## src/svsc_defs.vh

```
`ifndef SVSC_DEFS_VH
`define SVSC_DEFS_VH

// ----------------------------------------
// register indices, byte address is index times four
// ----------------------------------------
`define SVSC_CTL_IDX 10'h056
`define SVSC_IST_IDX 10'h057
`define SVSC_IMSK_IDX 10'h058

// ----------------------------------------
// control register fields
// ----------------------------------------
`define SVSC_LVL_HI 7
`define SVSC_LVL_LO 4
`define SVSC_RESET_ON_LOW_ENABLE_BIT 3
`define SVSC_ACT_BIT 2
`define SVSC_COMP_BIT 1
`define SVSC_FLAG_BIT 0
`define SVSC_LVL_OFF 4'h0
`define SVSC_LVL_EXT 4'hF
`define SVSC_CTL_RST 8'h00

// ----------------------------------------
// interrupt status and mask fields
// ----------------------------------------
`define SVSC_EV_FLAG 0
`define SVSC_EV_ACTIVE 1
`define SVSC_EV_W 2
`define SVSC_EV_RST 2'h0

// ----------------------------------------
// timing
// ----------------------------------------
`define SVSC_CLK_MHZ 25
`define SVSC_TON_US 50
`define SVSC_TSET_US 12
`define SVSC_TON_CYC (`SVSC_TON_US * `SVSC_CLK_MHZ)
`define SVSC_TSET_CYC (`SVSC_TSET_US * `SVSC_CLK_MHZ)
`define SVSC_DLY_W 11

// ----------------------------------------
// bus answers
// ----------------------------------------
`define SVSC_RESP_OKAY 2'h0
`define SVSC_RESP_SLVERR 2'h2

`endif

```

## src/svsc_sync.v

```verilog
// two-flop synchroniser; only the second stage leaves this module
module svsc_sync
(
   input wire clk,
   input wire rstn,
   input wire din,
   output reg dout_r
);

reg meta_r;

always @(posedge clk or negedge rstn)
begin
   if (!rstn)
   begin
      meta_r <= 1'b0;
      dout_r <= 1'b0;
   end
   else
   begin
      meta_r <= din;
      dout_r <= meta_r;
   end
end

endmodule // svsc_sync

```

## src/svsc_delay.v

```verilog
// down counter for the turn-on and settling delays
module svsc_delay
#(
   parameter W = 11
)
(
   input wire clk,
   input wire rstn,
   input wire load,
   input wire abort,
   input wire [W-1:0] cycles,
   output reg busy_r,
   output reg done_r
);

reg [W-1:0] cnt_r;

always @(posedge clk or negedge rstn)
begin
   if (!rstn)
   begin
      cnt_r <= {W{1'b0}};
      busy_r <= 1'b0;
      done_r <= 1'b0;
   end
   else
   begin
      done_r <= 1'b0;
      if (abort)
      begin
         cnt_r <= {W{1'b0}};
         busy_r <= 1'b0;
      end
      else if (load)
      begin
         cnt_r <= cycles;
         busy_r <= 1'b1;
      end
      else if (busy_r)
      begin
         if (cnt_r == {{(W-1){1'b0}}, 1'b1})
         begin
            busy_r <= 1'b0;
            done_r <= 1'b1;
         end
         cnt_r <= cnt_r - {{(W-1){1'b0}}, 1'b1};
      end
   end
end

endmodule // svsc_delay

```

## src/svsc_top.v

```verilog
// Register access over AXI4-Lite was chosen for this implementation.
`include "svsc_defs.vh"
module svsc_top
#(
   parameter ADDR_W = 12,
   parameter TON_CYC = `SVSC_TON_CYC,
   parameter TSET_CYC = `SVSC_TSET_CYC
)
(
   input wire clk,
   input wire rstn,
   input wire [ADDR_W-1:0] s_axi_awaddr,
   input wire s_axi_awvalid,
   output reg s_axi_awready,
   input wire [31:0] s_axi_wdata,
   input wire [3:0] s_axi_wstrb,
   input wire s_axi_wvalid,
   output reg s_axi_wready,
   output reg [1:0] s_axi_bresp,
   output reg s_axi_bvalid,
   input wire s_axi_bready,
   input wire [ADDR_W-1:0] s_axi_araddr,
   input wire s_axi_arvalid,
   output reg s_axi_arready,
   output reg [31:0] s_axi_rdata,
   output reg [1:0] s_axi_rresp,
   output reg s_axi_rvalid,
   input wire s_axi_rready,
   input wire comparator_low,
   output reg [3:0] level_select_r,
   output reg supply_supervisor_on_r,
   output reg external_sense_select_r,
   output reg por_request_r,
   output reg irq_r
);

// ----------------------------------------
// helpers
// ----------------------------------------
function hit;
   input [ADDR_W-1:0] addr;
   input [9:0] idx;
   begin
      hit = (addr[ADDR_W-1:2] == idx[ADDR_W-3:0]) && (addr[1:0] == 2'h0);
   end
endfunction

function mapped;
   input [ADDR_W-1:0] addr;
   begin
      mapped = hit(addr, `SVSC_CTL_IDX) || hit(addr, `SVSC_IST_IDX) || hit(addr, `SVSC_IMSK_IDX);
   end
endfunction

// ----------------------------------------
// state
// ----------------------------------------
localparam [7:0] CTL_RST = `SVSC_CTL_RST;

reg reset_on_low_enable_r;
reg low_voltage_flag_r;
reg [`SVSC_EV_W-1:0] irq_status_r;
reg [`SVSC_EV_W-1:0] irq_mask_r;
reg aw_have_r;
reg w_have_r;
reg [ADDR_W-1:0] awaddr_r;
reg [31:0] wdata_r;
reg [3:0] wstrb_r;

wire comp_low_s;
wire ton_busy;
wire ton_done;
wire tset_busy;
wire tset_done;

// ----------------------------------------
// comparator input
// ----------------------------------------
svsc_sync u_sync
(
   .clk(clk),
   .rstn(rstn),
   .din(comparator_low),
   .dout_r(comp_low_s)
);

// ----------------------------------------
// write channel
// ----------------------------------------
wire wr_go = aw_have_r && w_have_r && !s_axi_bvalid;
wire wr_ctl = wr_go && hit(awaddr_r, `SVSC_CTL_IDX) && wstrb_r[0];
wire wr_ist = wr_go && hit(awaddr_r, `SVSC_IST_IDX) && wstrb_r[0];
wire wr_imsk = wr_go && hit(awaddr_r, `SVSC_IMSK_IDX) && wstrb_r[0];
wire [3:0] new_level = wdata_r[`SVSC_LVL_HI:`SVSC_LVL_LO];

always @(posedge clk or negedge rstn)
begin
   if (!rstn)
   begin
      aw_have_r <= 1'b0;
      w_have_r <= 1'b0;
      awaddr_r <= {ADDR_W{1'b0}};
      wdata_r <= 32'h00000000;
      wstrb_r <= 4'h0;
      s_axi_awready <= 1'b0;
      s_axi_wready <= 1'b0;
      s_axi_bvalid <= 1'b0;
      s_axi_bresp <= `SVSC_RESP_OKAY;
   end
   else
   begin
      s_axi_awready <= !aw_have_r && !(s_axi_awvalid && s_axi_awready);
      s_axi_wready <= !w_have_r && !(s_axi_wvalid && s_axi_wready);
      if (s_axi_awvalid && s_axi_awready)
      begin
         aw_have_r <= 1'b1;
         awaddr_r <= s_axi_awaddr;
      end
      if (s_axi_wvalid && s_axi_wready)
      begin
         w_have_r <= 1'b1;
         wdata_r <= s_axi_wdata;
         wstrb_r <= s_axi_wstrb;
      end
      if (wr_go)
      begin
         s_axi_bvalid <= 1'b1;
         s_axi_bresp <= mapped(awaddr_r) ? `SVSC_RESP_OKAY : `SVSC_RESP_SLVERR;
      end
      else if (s_axi_bvalid && s_axi_bready)
      begin
         s_axi_bvalid <= 1'b0;
         aw_have_r <= 1'b0;
         w_have_r <= 1'b0;
         s_axi_awready <= 1'b1;
         s_axi_wready <= 1'b1;
      end
   end
end

// ----------------------------------------
// delays
// ----------------------------------------
// a new level only restarts settling if it really differs
wire lvl_on = wr_ctl && (level_select_r == `SVSC_LVL_OFF) && (new_level != `SVSC_LVL_OFF);
wire lvl_move = wr_ctl && (level_select_r != `SVSC_LVL_OFF) && (new_level != `SVSC_LVL_OFF)
   && (new_level != level_select_r);
wire lvl_off = wr_ctl && (new_level == `SVSC_LVL_OFF);

svsc_delay #(.W(`SVSC_DLY_W)) u_ton
(
   .clk(clk),
   .rstn(rstn),
   .load(lvl_on),
   .abort(lvl_off || lvl_move),
   .cycles(TON_CYC[`SVSC_DLY_W-1:0]),
   .busy_r(ton_busy),
   .done_r(ton_done)
);

svsc_delay #(.W(`SVSC_DLY_W)) u_tset
(
   .clk(clk),
   .rstn(rstn),
   .load(lvl_move),
   .abort(lvl_off || lvl_on),
   .cycles(TSET_CYC[`SVSC_DLY_W-1:0]),
   .busy_r(tset_busy),
   .done_r(tset_done)
);

// monitoring counts only once settled; the write cycle itself is also masked
wire settling = ton_busy || tset_busy || lvl_on || lvl_move;
wire monitoring = (level_select_r != `SVSC_LVL_OFF) && !settling;
wire low_event = monitoring && comp_low_s;

// ----------------------------------------
// control register, brownout reset only
// ----------------------------------------
reg flag_nxt;

always @*
begin
   flag_nxt = low_voltage_flag_r;
   if (wr_ctl)
   begin
      flag_nxt = wdata_r[`SVSC_FLAG_BIT];
   end
   if (low_event)
   begin
      flag_nxt = 1'b1;
   end
end

// rstn is the brownout reset; no other reset reaches this register
always @(posedge clk or negedge rstn)
begin
   if (!rstn)
   begin
      level_select_r <= CTL_RST[`SVSC_LVL_HI:`SVSC_LVL_LO];
      reset_on_low_enable_r <= CTL_RST[`SVSC_RESET_ON_LOW_ENABLE_BIT];
      low_voltage_flag_r <= CTL_RST[`SVSC_FLAG_BIT];
      supply_supervisor_on_r <= 1'b0;
      external_sense_select_r <= 1'b0;
   end
   else
   begin
      low_voltage_flag_r <= flag_nxt;
      if (wr_ctl)
      begin
         level_select_r <= new_level;
         reset_on_low_enable_r <= wdata_r[`SVSC_RESET_ON_LOW_ENABLE_BIT];
         supply_supervisor_on_r <= (new_level != `SVSC_LVL_OFF);
         external_sense_select_r <= (new_level == `SVSC_LVL_EXT);
      end
   end
end

// ----------------------------------------
// reset request
// ----------------------------------------
// one-cycle pulse, while reset on low is enabled, each time a low event sets the flag from clear; a software set of the flag gives no pulse
// a software clear met by a persisting low counts as a fresh set, so the request repeats
wire en_nxt = wr_ctl ? wdata_r[`SVSC_RESET_ON_LOW_ENABLE_BIT] : reset_on_low_enable_r;
wire hw_set = low_event && (!low_voltage_flag_r || (wr_ctl && !wdata_r[`SVSC_FLAG_BIT]));
always @(posedge clk or negedge rstn)
begin
   if (!rstn)
   begin
      por_request_r <= 1'b0;
   end
   else
   begin
      por_request_r <= en_nxt && hw_set;
   end
end

// ----------------------------------------
// interrupts
// ----------------------------------------
reg [`SVSC_EV_W-1:0] ev;
reg [`SVSC_EV_W-1:0] ist_nxt;

always @*
begin
   ev = {`SVSC_EV_W{1'b0}};
   ev[`SVSC_EV_FLAG] = hw_set;
   ev[`SVSC_EV_ACTIVE] = ton_done || tset_done;
   ist_nxt = irq_status_r;
   if (wr_ist)
   begin
      ist_nxt = ist_nxt & ~wdata_r[`SVSC_EV_W-1:0];
   end
   ist_nxt = ist_nxt | ev; // set wins over clear
end

always @(posedge clk or negedge rstn)
begin
   if (!rstn)
   begin
      irq_status_r <= `SVSC_EV_RST;
      irq_mask_r <= `SVSC_EV_RST;
      irq_r <= 1'b0;
   end
   else
   begin
      irq_status_r <= ist_nxt;
      if (wr_imsk)
      begin
         irq_mask_r <= wdata_r[`SVSC_EV_W-1:0];
      end
      irq_r <= |(ist_nxt & (wr_imsk ? wdata_r[`SVSC_EV_W-1:0] : irq_mask_r));
   end
end

// ----------------------------------------
// read channel
// ----------------------------------------
reg [31:0] rd_val;

always @*
begin
   rd_val = 32'h00000000;
   if (hit(s_axi_araddr, `SVSC_CTL_IDX))
   begin
      rd_val[`SVSC_LVL_HI:`SVSC_LVL_LO] = level_select_r;
      rd_val[`SVSC_RESET_ON_LOW_ENABLE_BIT] = reset_on_low_enable_r;
      rd_val[`SVSC_ACT_BIT] = monitoring;
      rd_val[`SVSC_COMP_BIT] = comp_low_s;
      rd_val[`SVSC_FLAG_BIT] = low_voltage_flag_r;
   end
   else if (hit(s_axi_araddr, `SVSC_IST_IDX))
   begin
      rd_val[`SVSC_EV_W-1:0] = irq_status_r;
   end
   else if (hit(s_axi_araddr, `SVSC_IMSK_IDX))
   begin
      rd_val[`SVSC_EV_W-1:0] = irq_mask_r;
   end
end

always @(posedge clk or negedge rstn)
begin
   if (!rstn)
   begin
      s_axi_arready <= 1'b0;
      s_axi_rvalid <= 1'b0;
      s_axi_rdata <= 32'h00000000;
      s_axi_rresp <= `SVSC_RESP_OKAY;
   end
   else
   begin
      if (s_axi_arvalid && s_axi_arready)
      begin
         s_axi_arready <= 1'b0;
         s_axi_rvalid <= 1'b1;
         s_axi_rdata <= rd_val;
         s_axi_rresp <= mapped(s_axi_araddr) ? `SVSC_RESP_OKAY : `SVSC_RESP_SLVERR;
      end
      else if (s_axi_rvalid)
      begin
         if (s_axi_rready)
         begin
            s_axi_rvalid <= 1'b0;
            s_axi_arready <= 1'b1;
         end
      end
      else
      begin
         s_axi_arready <= 1'b1;
      end
   end
end

endmodule // svsc_top

```

## config.mk

```make
export PLATFORM = sky130hd
export DESIGN_NAME = svsc_top
export DESIGN_NICKNAME = d
export VERILOG_FILES = /design/src/svsc_sync.v /design/src/svsc_delay.v /design/src/svsc_top.v
export VERILOG_INCLUDE_DIRS = /design/src
export SDC_FILE = /design/constraint.sdc
export NUM_CORES = 1
export LEC_CHECK = 0
export BUFFER_PORTS_ARGS = -buffer_cell sky130_fd_sc_hd__buf_2
export CAP_MARGIN = 20
export CORE_MARGIN = 1.5
export CORE_UTILIZATION = 51
export DETAILED_ROUTE_END_ITERATION = 16
export GPL_TIMING_DRIVEN = 0
export PLACE_DENSITY = 0.8
export SYNTH_ARGS = -nofsm -noshare
export SYNTH_HDL_FRONTEND = slang
export SYNTH_SLANG_ARGS = --single-unit
```

## constraint.sdc

```tcl
create_clock -name clk -period 2.4 [get_ports clk]
set_input_delay 0.36 -clock clk [delete_from_list [all_inputs] [get_ports clk]]
set_output_delay 0.36 -clock clk [all_outputs]
set_load 0.03 [all_outputs]
```

# ---- Word level (Yosys, flattened, before mapping)
# Cells that the tools add are included.
dict set report totals {
  ff_bits 82
  input_bits 68
  output_inout_bits 49
  word_cells 159
}
dict set report classes {
  add_sub_neg 2
  n_eq_ne 11
  mux 51
  bitwise_logic 4
  n_reduce_logical 61
}
# op count
set ops {}
lappend ops {{$mux 11} 6}
lappend ops {{$eq 10x7->1 const B} 6}
lappend ops {{$mux 1} 37}
lappend ops {{$logic_and 1x1->1} 31}
lappend ops {{$eq 11x1->1 const B} 2}
lappend ops {{$sub 11x1->11 const B} 2}
lappend ops {{$mux 2} 7}
lappend ops {{$logic_or 1x1->1} 11}
lappend ops {{$logic_not 1->1} 8}
lappend ops {{$logic_not 4->1} 2}
lappend ops {{$reduce_bool 4->1} 2}
lappend ops {{$mux 6} 1}
lappend ops {{$reduce_bool 3->1} 2}
lappend ops {{$and 2x2->2} 2}
lappend ops {{$eq 4x4->1 const B} 1}
lappend ops {{$logic_not 2->1} 2}
lappend ops {{$ne 4x4->1} 1}
lappend ops {{$reduce_bool 2->1} 2}
lappend ops {{$ne 3x1->1 const B} 1}
lappend ops {{$not 2->2} 1}
lappend ops {{$or 2x2->2} 1}
lappend ops {{$reduce_or 2->1} 1}

# ---- Logic depth before layout (Yosys ltp)
# Gate-level depths: netlist of the first run.
dict set report logic_depth {
  depth_word 15
  ltp_mapped 7
  mapped_depth_nobuf 7
}

# ---- Modules after synthesis
# A second synthesis of the first run with hierarchy kept.
dict set report hier_totals {
  cells_unflattened 374
  hier_area_um2 3952.5
}
# mod instances cells_each area_each_um2 seq_area_each_um2
set by_module_without_submodules {}
lappend by_module_without_submodules {svsc_top 1 210 2381.0 1276.2}
lappend by_module_without_submodules {svsc_delay 2 81 760.7 325.3}
lappend by_module_without_submodules {svsc_sync 1 2 50.0 50.0}

# ---- Worst setup path after synthesis of the first run
# No wires, ideal clock.
dict set report synth_path {
  kind {input port to flip-flop}
  startpoint {in s_axi_araddr[11]}
  endpoint {reg s_axi_rdata[2]}
  setup_time_ns 0.066
  arrival_time_ns 1.736
  required_time_ns 2.334
  path_slack_ns 0.598
  cell_stages 5
  path_buffers 0
  path_cell_list {or4_4 > nor4_4 > nor3b_4 > nand4_1 > nand2_1}
}
dict set report synth_between {
  elab_chain_len 3
}
# item line
set synth_lines {}
lappend synth_lines {{start: declaration} svsc_top.v:22} ;# input wire [ADDR_W-1:0] s_axi_araddr,
lappend synth_lines {{$eq 10x7->1} svsc_top.v:44} ;# hit = (addr[ADDR_W-1:2] == idx[ADDR_W-3:0]) && (addr[1:0] == 2'h0);
lappend synth_lines {{$logic_and 1x1->1} svsc_top.v:44}
lappend synth_lines {{$mux 6} svsc_top.v:284} ;# if (hit(s_axi_araddr, `SVSC_CTL_IDX))
lappend synth_lines {{end signal: assignment} svsc_top.v:317} ;# s_axi_rdata <= rd_val;
lappend synth_lines {{end: declaration} svsc_top.v:25} ;# output reg [31:0] s_axi_rdata,
# No other way between the ends.
# A chain may end at the register's enable or synchronous reset.

# ---- Worst setup path after layout of the first run
dict set report layout_path {
  startpoint {reg wdata_r[4]}
  endpoint {reg u_ton.cnt_r[6]}
}
dict set report layout_between {
  elab_chain_len 5
  elab_cells_between_ends 11
  classes_between {eq/ne (1); mux (2); reduce/logical (8)}
}
# item line
set layout_lines {}
lappend layout_lines {{start: declaration} svsc_top.v:67} ;# reg [31:0] wdata_r;
lappend layout_lines {{start signal: assignment} svsc_top.v:122} ;# wdata_r <= s_axi_wdata;
lappend layout_lines {{$reduce_bool 4->1 (no line)} n/a}
lappend layout_lines {{$logic_and 1x1->1 (2 in a row)} svsc_top.v:146} ;# wire lvl_move = wr_ctl && (level_select_r != `SVSC_LVL_OFF) && (new_level != `SVSC_LVL_OFF)
lappend layout_lines {{$logic_or 1x1->1} svsc_top.v:155} ;# .abort(lvl_off || lvl_move),
lappend layout_lines {{$reduce_bool 3->1 (no line) or $mux 11 (tied branches)} n/a}
lappend layout_lines {{end signal: assignment} svsc_delay.v:31} ;# cnt_r <= {W{1'b0}};
lappend layout_lines {{end signal: assignment} svsc_delay.v:36} ;# cnt_r <= cycles;
lappend layout_lines {{end signal: assignment} svsc_delay.v:46} ;# cnt_r <= cnt_r - {{(W-1){1'b0}}, 1'b1};
lappend layout_lines {{end: declaration} svsc_delay.v:16} ;# reg [W-1:0] cnt_r;
# Several ways; a longest one is shown, not always the timed one.

==> out/metrics.yaml, run 1 <==
clocking:
  cts_tree: "built"
  path_clk_slew_ns: 0.08
  numCtsBuffers: 9
  htreeDepth: 3
  clock_sinks: 79
  insertion_delay_ns: 0.35
  root_buffer: "clkbuf_8"
  cts_max_path_buffers: 2
  cts_resized: 0
drt:
  first_pass_iters: 4
  avgViaCountPerCell: 5.150
  finalWirelength_um: 7486
  drtIter0Drc: 142
  remaining_drc_errors: 0
  detail-route-antenna-nets: 0
  post_drt_wl_per_cell_um: 13.49
  via_count: 2858
floorplanning:
  die_h_um: 88.81
  io_pins: 117
  fp.dieW_um: 88.81
  start_util_pct: 52.33
  die_area_mm2: 0.007886
  fp-row-count: 31
  core_mm2: 0.007176
global_routing:
  antenna_found_initial: 0
  grt-ovfl-total: 0
  gr-usage-met1_pct: 26.19
  use_met3_pct: 6.716
  grt_usage_pct: 21.35
  grt_pass1_wl_um: 12880
  grt_pass1_vias: 2881
  grt_max_degree: 56
  use_met2_pct: 35.88
  busiest_layer: "met2"
power:
  vdd_drop_max_mv: 0.8004
  total_power_w: 0.004399
  pwr-share-seq_pct: 46.2
  power.internal_w: 0.002924
  clkPwrFrac_pct: 25.5
  swShare_pct: 33.52
  p_sw_w: 0.001475
  p_leak_nw: 2.300
  power.density_mw_per_mm2: 965.9
  comb_power_share_pct: 28.3
layout:
  area_growth_pct: 21.29
  antennaDiodeCount: 0
  stdcell_count: 555
  drive_gt1_share_pct: 30.26
  nets: 523
timing:
  setup_viol: 0
  finalHoldViolCount: 0
  rsz0062_at_grt: "no"
  slew_violations: 0
  finalCritPeriodShare_pct: 85.63
  setup_ws_ns: 0.3448
  relSlewSlack_pct: 53.15
  worst_slew_pin_slew_ns: 0.6930
  fin_worst_skew_ns: 0.004971
  finalCriticalPeriod_ns: 2.055
  clock.fmax_mhz: 486.6
  setup-tns-final_ns: 0
place:
  post-dp-hpwl_um: 5566
  gp_congestion: 0.7853
  place_worst_setup_slack_ns: 0.3063
  portBuffers: 62
  numPlacedInstances: 538
yosys:
  synth_top_family_by_area: "simple AND/OR/NAND/NOR gates"
  synth_compound_area_share_pct: 9.164
  yosys.area_share.simple_pct: 18.23
  synth-main-ff-cell: "dfrtp_1"
  syn_inst: 351
  synth-async-reset-ratio_pct: 100.0
  synth-seq-cells: 79
  synth-xor-area-share_pct: 3.965
  synth_most_common_cell: "dfrtp_1"
  netlist.top_cell.by_area: "dfrtp_1"
  synth.distinct_cells: 52
  synth_area_leaders: "dfrtp_1 (53%), mux2_2 (6.6%), buf_4 (5.2%), nand2_1 (3.9%), nor2_1 (3.3%)"
  synth_fa_ha_area_share_pct: 1.333
  netlist.area_leader.share_pct: 52.65
  synth.area.mux_share_pct: 7.131
  synth-edff-count: 0
  netlist_area_mm2: 0.003755
  ys_warn_count: 0
  avgSynthCellArea_um2: 10.70
  synth_commonest_cells: "dfrtp_1 (79), nand2_1 (39), nor2_1 (33)"
  ys_seq_area_share_pct: 52.65
setup_path:
  startpoint_type: "flip-flop"
  path_max_fanout: 10
  cp-end-kind: "flip-flop"
  cp.required_ns: 2.64
  arrival_ns: 2.29
  crit_type: "flip-flop to flip-flop"
status:
  status: "completed"
min_path:
  hold_path.class: "primary input to flip-flop"
job:
  max-cap-violations: 0
[path summary, 6_finish.rpt]
path	from	to	slack (ns)	depth (start not counted)
worst max-delay path	wdata_r[4]	u_ton.cnt_r[6]	0.34	5
worst min-delay path	comparator_low	u_sync.meta_r	0.11	1
worst max register to register	wdata_r[4]	u_ton.cnt_r[6]	0.34	5
worst min register to register	u_sync.meta_r	u_sync.dout_r	0.35	0
max in group asynchronous	rstn	u_tset.cnt_r[5]	1.38	3
min in group asynchronous	rstn	s_axi_rdata[3]	0.45	2
[repair_timing]
item / in CTS / in global routing
hold buffers: 1 / 0
setup endpoints to repair: 0 / 0
buffers inserted: 0 / 0
endpoints found under the hold margin: 24 / 0
[critical path: stages (launching register included)]
cell,delay (ns)
dfrtp_1,0.46
or4_1,0.55
clkbuf_1,0.23
a21oi_4,0.33
a21oi_1,0.11
a211o_1,0.27
[cells in the final DEF (no fill, tap or decap), types with 6 or more instances in the layout]
cell	n
buf_4	27
nand2_1	39
dfrtp_1	79
nand3_1	6
inv_1	12
conb_1	26
clkbuf_8	11
nor3_1	7
mux2_2	22
xnor2_1	12
o21ai_0	17
a21oi_1	9
nand4_1	12
buf_2	65
nor2_1	33
[flip-flops by register name (all words and copies together), names as in the netlist, 2 cells and up]
name / count
irq_mask_r: 2
s_axi_rdata: 8
awaddr_r: 12
level_select_r: 4
wdata_r: 7
irq_status_r: 2
u_tset.cnt_r: 11
u_ton.cnt_r: 11
[power groups by stage]
stage               clock (W)  combinational (W)  sequential [W]
floorplan                   0           0.000926         0.00202
global placement            0            0.00119         0.00202
detailed placement          0            0.00125         0.00205
CTS                   0.00116            0.00125         0.00203
global route          0.00121            0.00140         0.00209
finish                0.00112            0.00125         0.00203
[kinds of logic (layout without fill, tap and decap cells)]
logic type      after synthesis  in the layout
compound gates               52             52
xor+xnor                     17             17
fa+ha+maj                     4              4
buf+inv                      47            127
flops                        79             79
mux                          24             24
other cells                   1             26
simple gates                127            127
[per-layer routing]
layer / share of wire [%] / routed length [µm]
met1: 43 / 3204
met4: 1.0 / 77
met2: 50 / 3708
met5: 0 / 0
met3: 6.6 / 496
[final cells by class]
type                    instances  area (µm²)
fillers                       567        2621
flip-flops and latches         79        1977
multi-input cells             250        1593
repair buffers                 64       350.3
plain buffers                  35       234.0
clock buffers                  12       155.1
well taps                      99       123.9
clock inverters                 4       76.32
inverters                      12       45.04
[stage by stage]
stage                     hold slack, ns  area (µm²)  utilization, %
final                             0.1130        4554           63.47
after global routing             0.09279        4554           63.47
after CTS                        0.09955        4554           63.47
after detailed placement          0.2885        4313           60.10
after global placement            0.3381        4283           59.69
after floorplan                  0.06441        3849               -
Power figures use the tool's default switching activity.
==> run 2: changes to the inputs <==
--- a/config.mk
+++ b/config.mk
@@ -6,13 +6,14 @@
 export SDC_FILE = /design/constraint.sdc
 export NUM_CORES = 1
 export LEC_CHECK = 0
+export ABC_AREA = 1
 export BUFFER_PORTS_ARGS = -buffer_cell sky130_fd_sc_hd__buf_2
 export CAP_MARGIN = 20
 export CORE_MARGIN = 1.5
-export CORE_UTILIZATION = 51
+export CORE_UTILIZATION = 40
 export DETAILED_ROUTE_END_ITERATION = 16
 export GPL_TIMING_DRIVEN = 0
-export PLACE_DENSITY = 0.8
+export PLACE_DENSITY = 0.64
 export SYNTH_ARGS = -nofsm -noshare
 export SYNTH_HDL_FRONTEND = slang
 export SYNTH_SLANG_ARGS = --single-unit
==> run 2 against run 1 <==
Synthesized cell count increased by 40%. Synthesized area up 6.7%. Critical path type unchanged. Sequential power is 7% lower. Worst hold slack worse by 0.0064 ns. Critical endpoint is now u_ton.cnt_r[10]. Largest cell class unchanged. First-iteration DRC count down 29%.
==> out/metrics.yaml, run 2 <==
status:
  status: "completed"
floorplanning:
  fp.dieW_um: 103.1
  fp-row-count: 36
  die_area_mm2: 0.01063
  die_h_um: 103.1
  io_pins: 117
  core_mm2: 0.009729
  start_util_pct: 41.18
yosys:
  netlist_area_mm2: 0.004006
  synth_commonest_cells: "nand2_1 (151), dfrtp_1 (79), inv_1 (48)"
  avgSynthCellArea_um2: 8.160
  synth-edff-count: 0
  syn_inst: 491
  synth_area_leaders: "dfrtp_1 (49%), nand2_1 (14%), buf_4 (5.1%), o21ai_0 (4.9%), inv_1 (4.5%)"
  synth_most_common_cell: "nand2_1"
  netlist.area_leader.share_pct: 49.34
  netlist.top_cell.by_area: "dfrtp_1"
  ys_seq_area_share_pct: 49.34
  ys_warn_count: 0
  synth.distinct_cells: 37
  synth-async-reset-ratio_pct: 100.0
  synth-seq-cells: 79
  synth-main-ff-cell: "dfrtp_1"
setup_path:
  slowest_stage: "dfrtp_1"
  cp.required_ns: 2.70
  crit_path_frequent_cell: "nand2_1"
  crit_chain: "inv_1 -> ha_1 -> inv_1 -> nor2_1 -> nand2_1 -> nor2_1 -> nand3b_1 -> nand2_1 -> inv_1 -> a21oi_1 -> nand2_1 -> nand2_1"
  cp-end-kind: "flip-flop"
  startpoint_type: "flip-flop"
  crit_type: "flip-flop to flip-flop"
  cp_top_family: "simple AND/OR/NAND/NOR gates"
  slowest_delay_ns: 0.41
  arrival_ns: 1.97
  path_max_fanout: 3
  worst-path-buf-inv: 3
place:
  portBuffers: 62
  post-dp-hpwl_um: 6362
  place_area_mm2: 0.004599
  gp_congestion: 0.8253
timing:
  rsz0062_at_grt: "no"
  finalCriticalPeriod_ns: 1.672
  setup_viol: 0
  relSlewSlack_pct: 65.50
  fin_worst_skew_ns: 0.01200
  slew_violations: 0
  setup-tns-final_ns: 0
  worst_slew_pin_slew_ns: 0.5176
  finalHoldViolCount: 0
  clock.fmax_mhz: 598.1
  finalCritPeriodShare_pct: 69.67
power:
  p_sw_w: 0.001740
  vdd_drop_max_mv: 0.4379
  pwr-share-seq_pct: 40.6
  power.internal_w: 0.002893
  clkPwrFrac_pct: 26.1
  comb_power_share_pct: 33.3
  p_leak_nw: 2.635
  power.density_mw_per_mm2: 955.2
  swShare_pct: 37.56
layout:
  largest_registers: "awaddr_r (12), u_ton.cnt_r (11), u_tset.cnt_r (11)"
  regMostFlops: "awaddr_r"
  nets: 663
  fin_area_mm2: 0.004851
  antennaDiodeCount: 0
  area_growth_pct: 21.08
  final_common_cell: "nand2_1"
  largest_reg_flops: 12
  layout_common_cells: "nand2_1 (151), dfrtp_1 (79), buf_2 (62)"
  fin_util_pct: 49.86
  drive_gt1_share_pct: 22.86
clocking:
  root_buffer: "clkbuf_8"
  cts_resized: 0
  numCtsBuffers: 9
  clock_sinks: 79
  cts_max_path_buffers: 2
  path_clk_slew_ns: 0.08
  insertion_delay_ns: 0.36
  htreeDepth: 3
  cts_tree: "built"
  cts_setup_buffers: 0
  cts-hold-fix-buffers: 1
global_routing:
  grt_pass1_vias: 3167
  grt-ovfl-total: 0
  grt_max_degree: 41
  antenna_found_initial: 0
  grt_usage_pct: 17.22
  grt_pass1_wl_um: 14310
drt:
  avgViaCountPerCell: 4.591
  remaining_drc_errors: 0
  first_pass_iters: 4
  detail-route-antenna-nets: 0
  post_drt_wl_per_cell_um: 11.37
  via_count: 3342
  drtIter0Drc: 101
  finalWirelength_um: 8274
min_path:
  hold_path.class: "primary input to flip-flop"
job:
  max-cap-violations: 0
[run 2: metal layers]
layer  wire, µm  GRT usage (%)
met2       3825          28.19
met5          0              0
met3        328          2.915
met4        155          6.549
met1       3965          22.94
[run 2: per-stage QoR]
stage,std cells,total power [W],hold WS (ns),worst slack [ns]
2_1_floorplan,516,0.003062,0.06441,0.8085
3_3_place_gp,711,0.003395,0.3345,0.4069
3_5_place_dp,712,0.003450,0.3412,0.7373
4_1_cts,728,0.004681,0.09010,0.7200
5_1_grt,728,0.005009,0.08926,0.4999
6_report,728,0.004633,0.1066,0.7279
[run 2: path summary, 6_finish.rpt]
check | startpoint | end | slack (ns) | cells after the start
max | u_ton.cnt_r[0] | u_ton.cnt_r[10] | 0.73 | 12
min in group asynchronous | rstn | supply_supervisor_on_r | 0.51 | 2
min | comparator_low | u_sync.meta_r | 0.11 | 1
max in group asynchronous | rstn | awaddr_r[7] | 1.30 | 3
max reg2reg | u_ton.cnt_r[0] | u_ton.cnt_r[10] | 0.73 | 12
min reg2reg | u_sync.meta_r | u_sync.dout_r | 0.36 | 0
[run 2: cells by family (layout without fill, tap and decap cells)]
family	count (synthesis)	in the layout	share of synthesized area, %
simple gates	248	248	27.79
buf+inv	90	169	11.18
flops	79	79	49.34
compound gates	56	56	7.496
xor+xnor	13	13	2.842
fa+ha+maj	4	4	1.249
other cells	1	26	0.09360
[run 2: area by class of cell]
| class | instances | area, µm² |
|---|---|---|
| tap | 133 | 166.4 |
| sequential | 79 | 1977 |
| timing repair buffer | 64 | 342.8 |
| buffer | 32 | 230.2 |
| inverter | 58 | 217.7 |
| multi-input combinational | 347 | 1675 |
| fill | 998 | 4878 |
| clock inverter | 6 | 117.6 |
| clock buffer | 9 | 123.9 |
[run 2: power by group through the flow]
stage / Combinational [W] / Sequential, W / Clock, W
after floorplan: 0.00111 / 0.00195 / 0
after global placement: 0.00150 / 0.00189 / 0
after detailed placement: 0.00154 / 0.00191 / 0
after CTS: 0.00156 / 0.00189 / 0.00124
after global routing: 0.00178 / 0.00193 / 0.00130
final: 0.00154 / 0.00188 / 0.00121
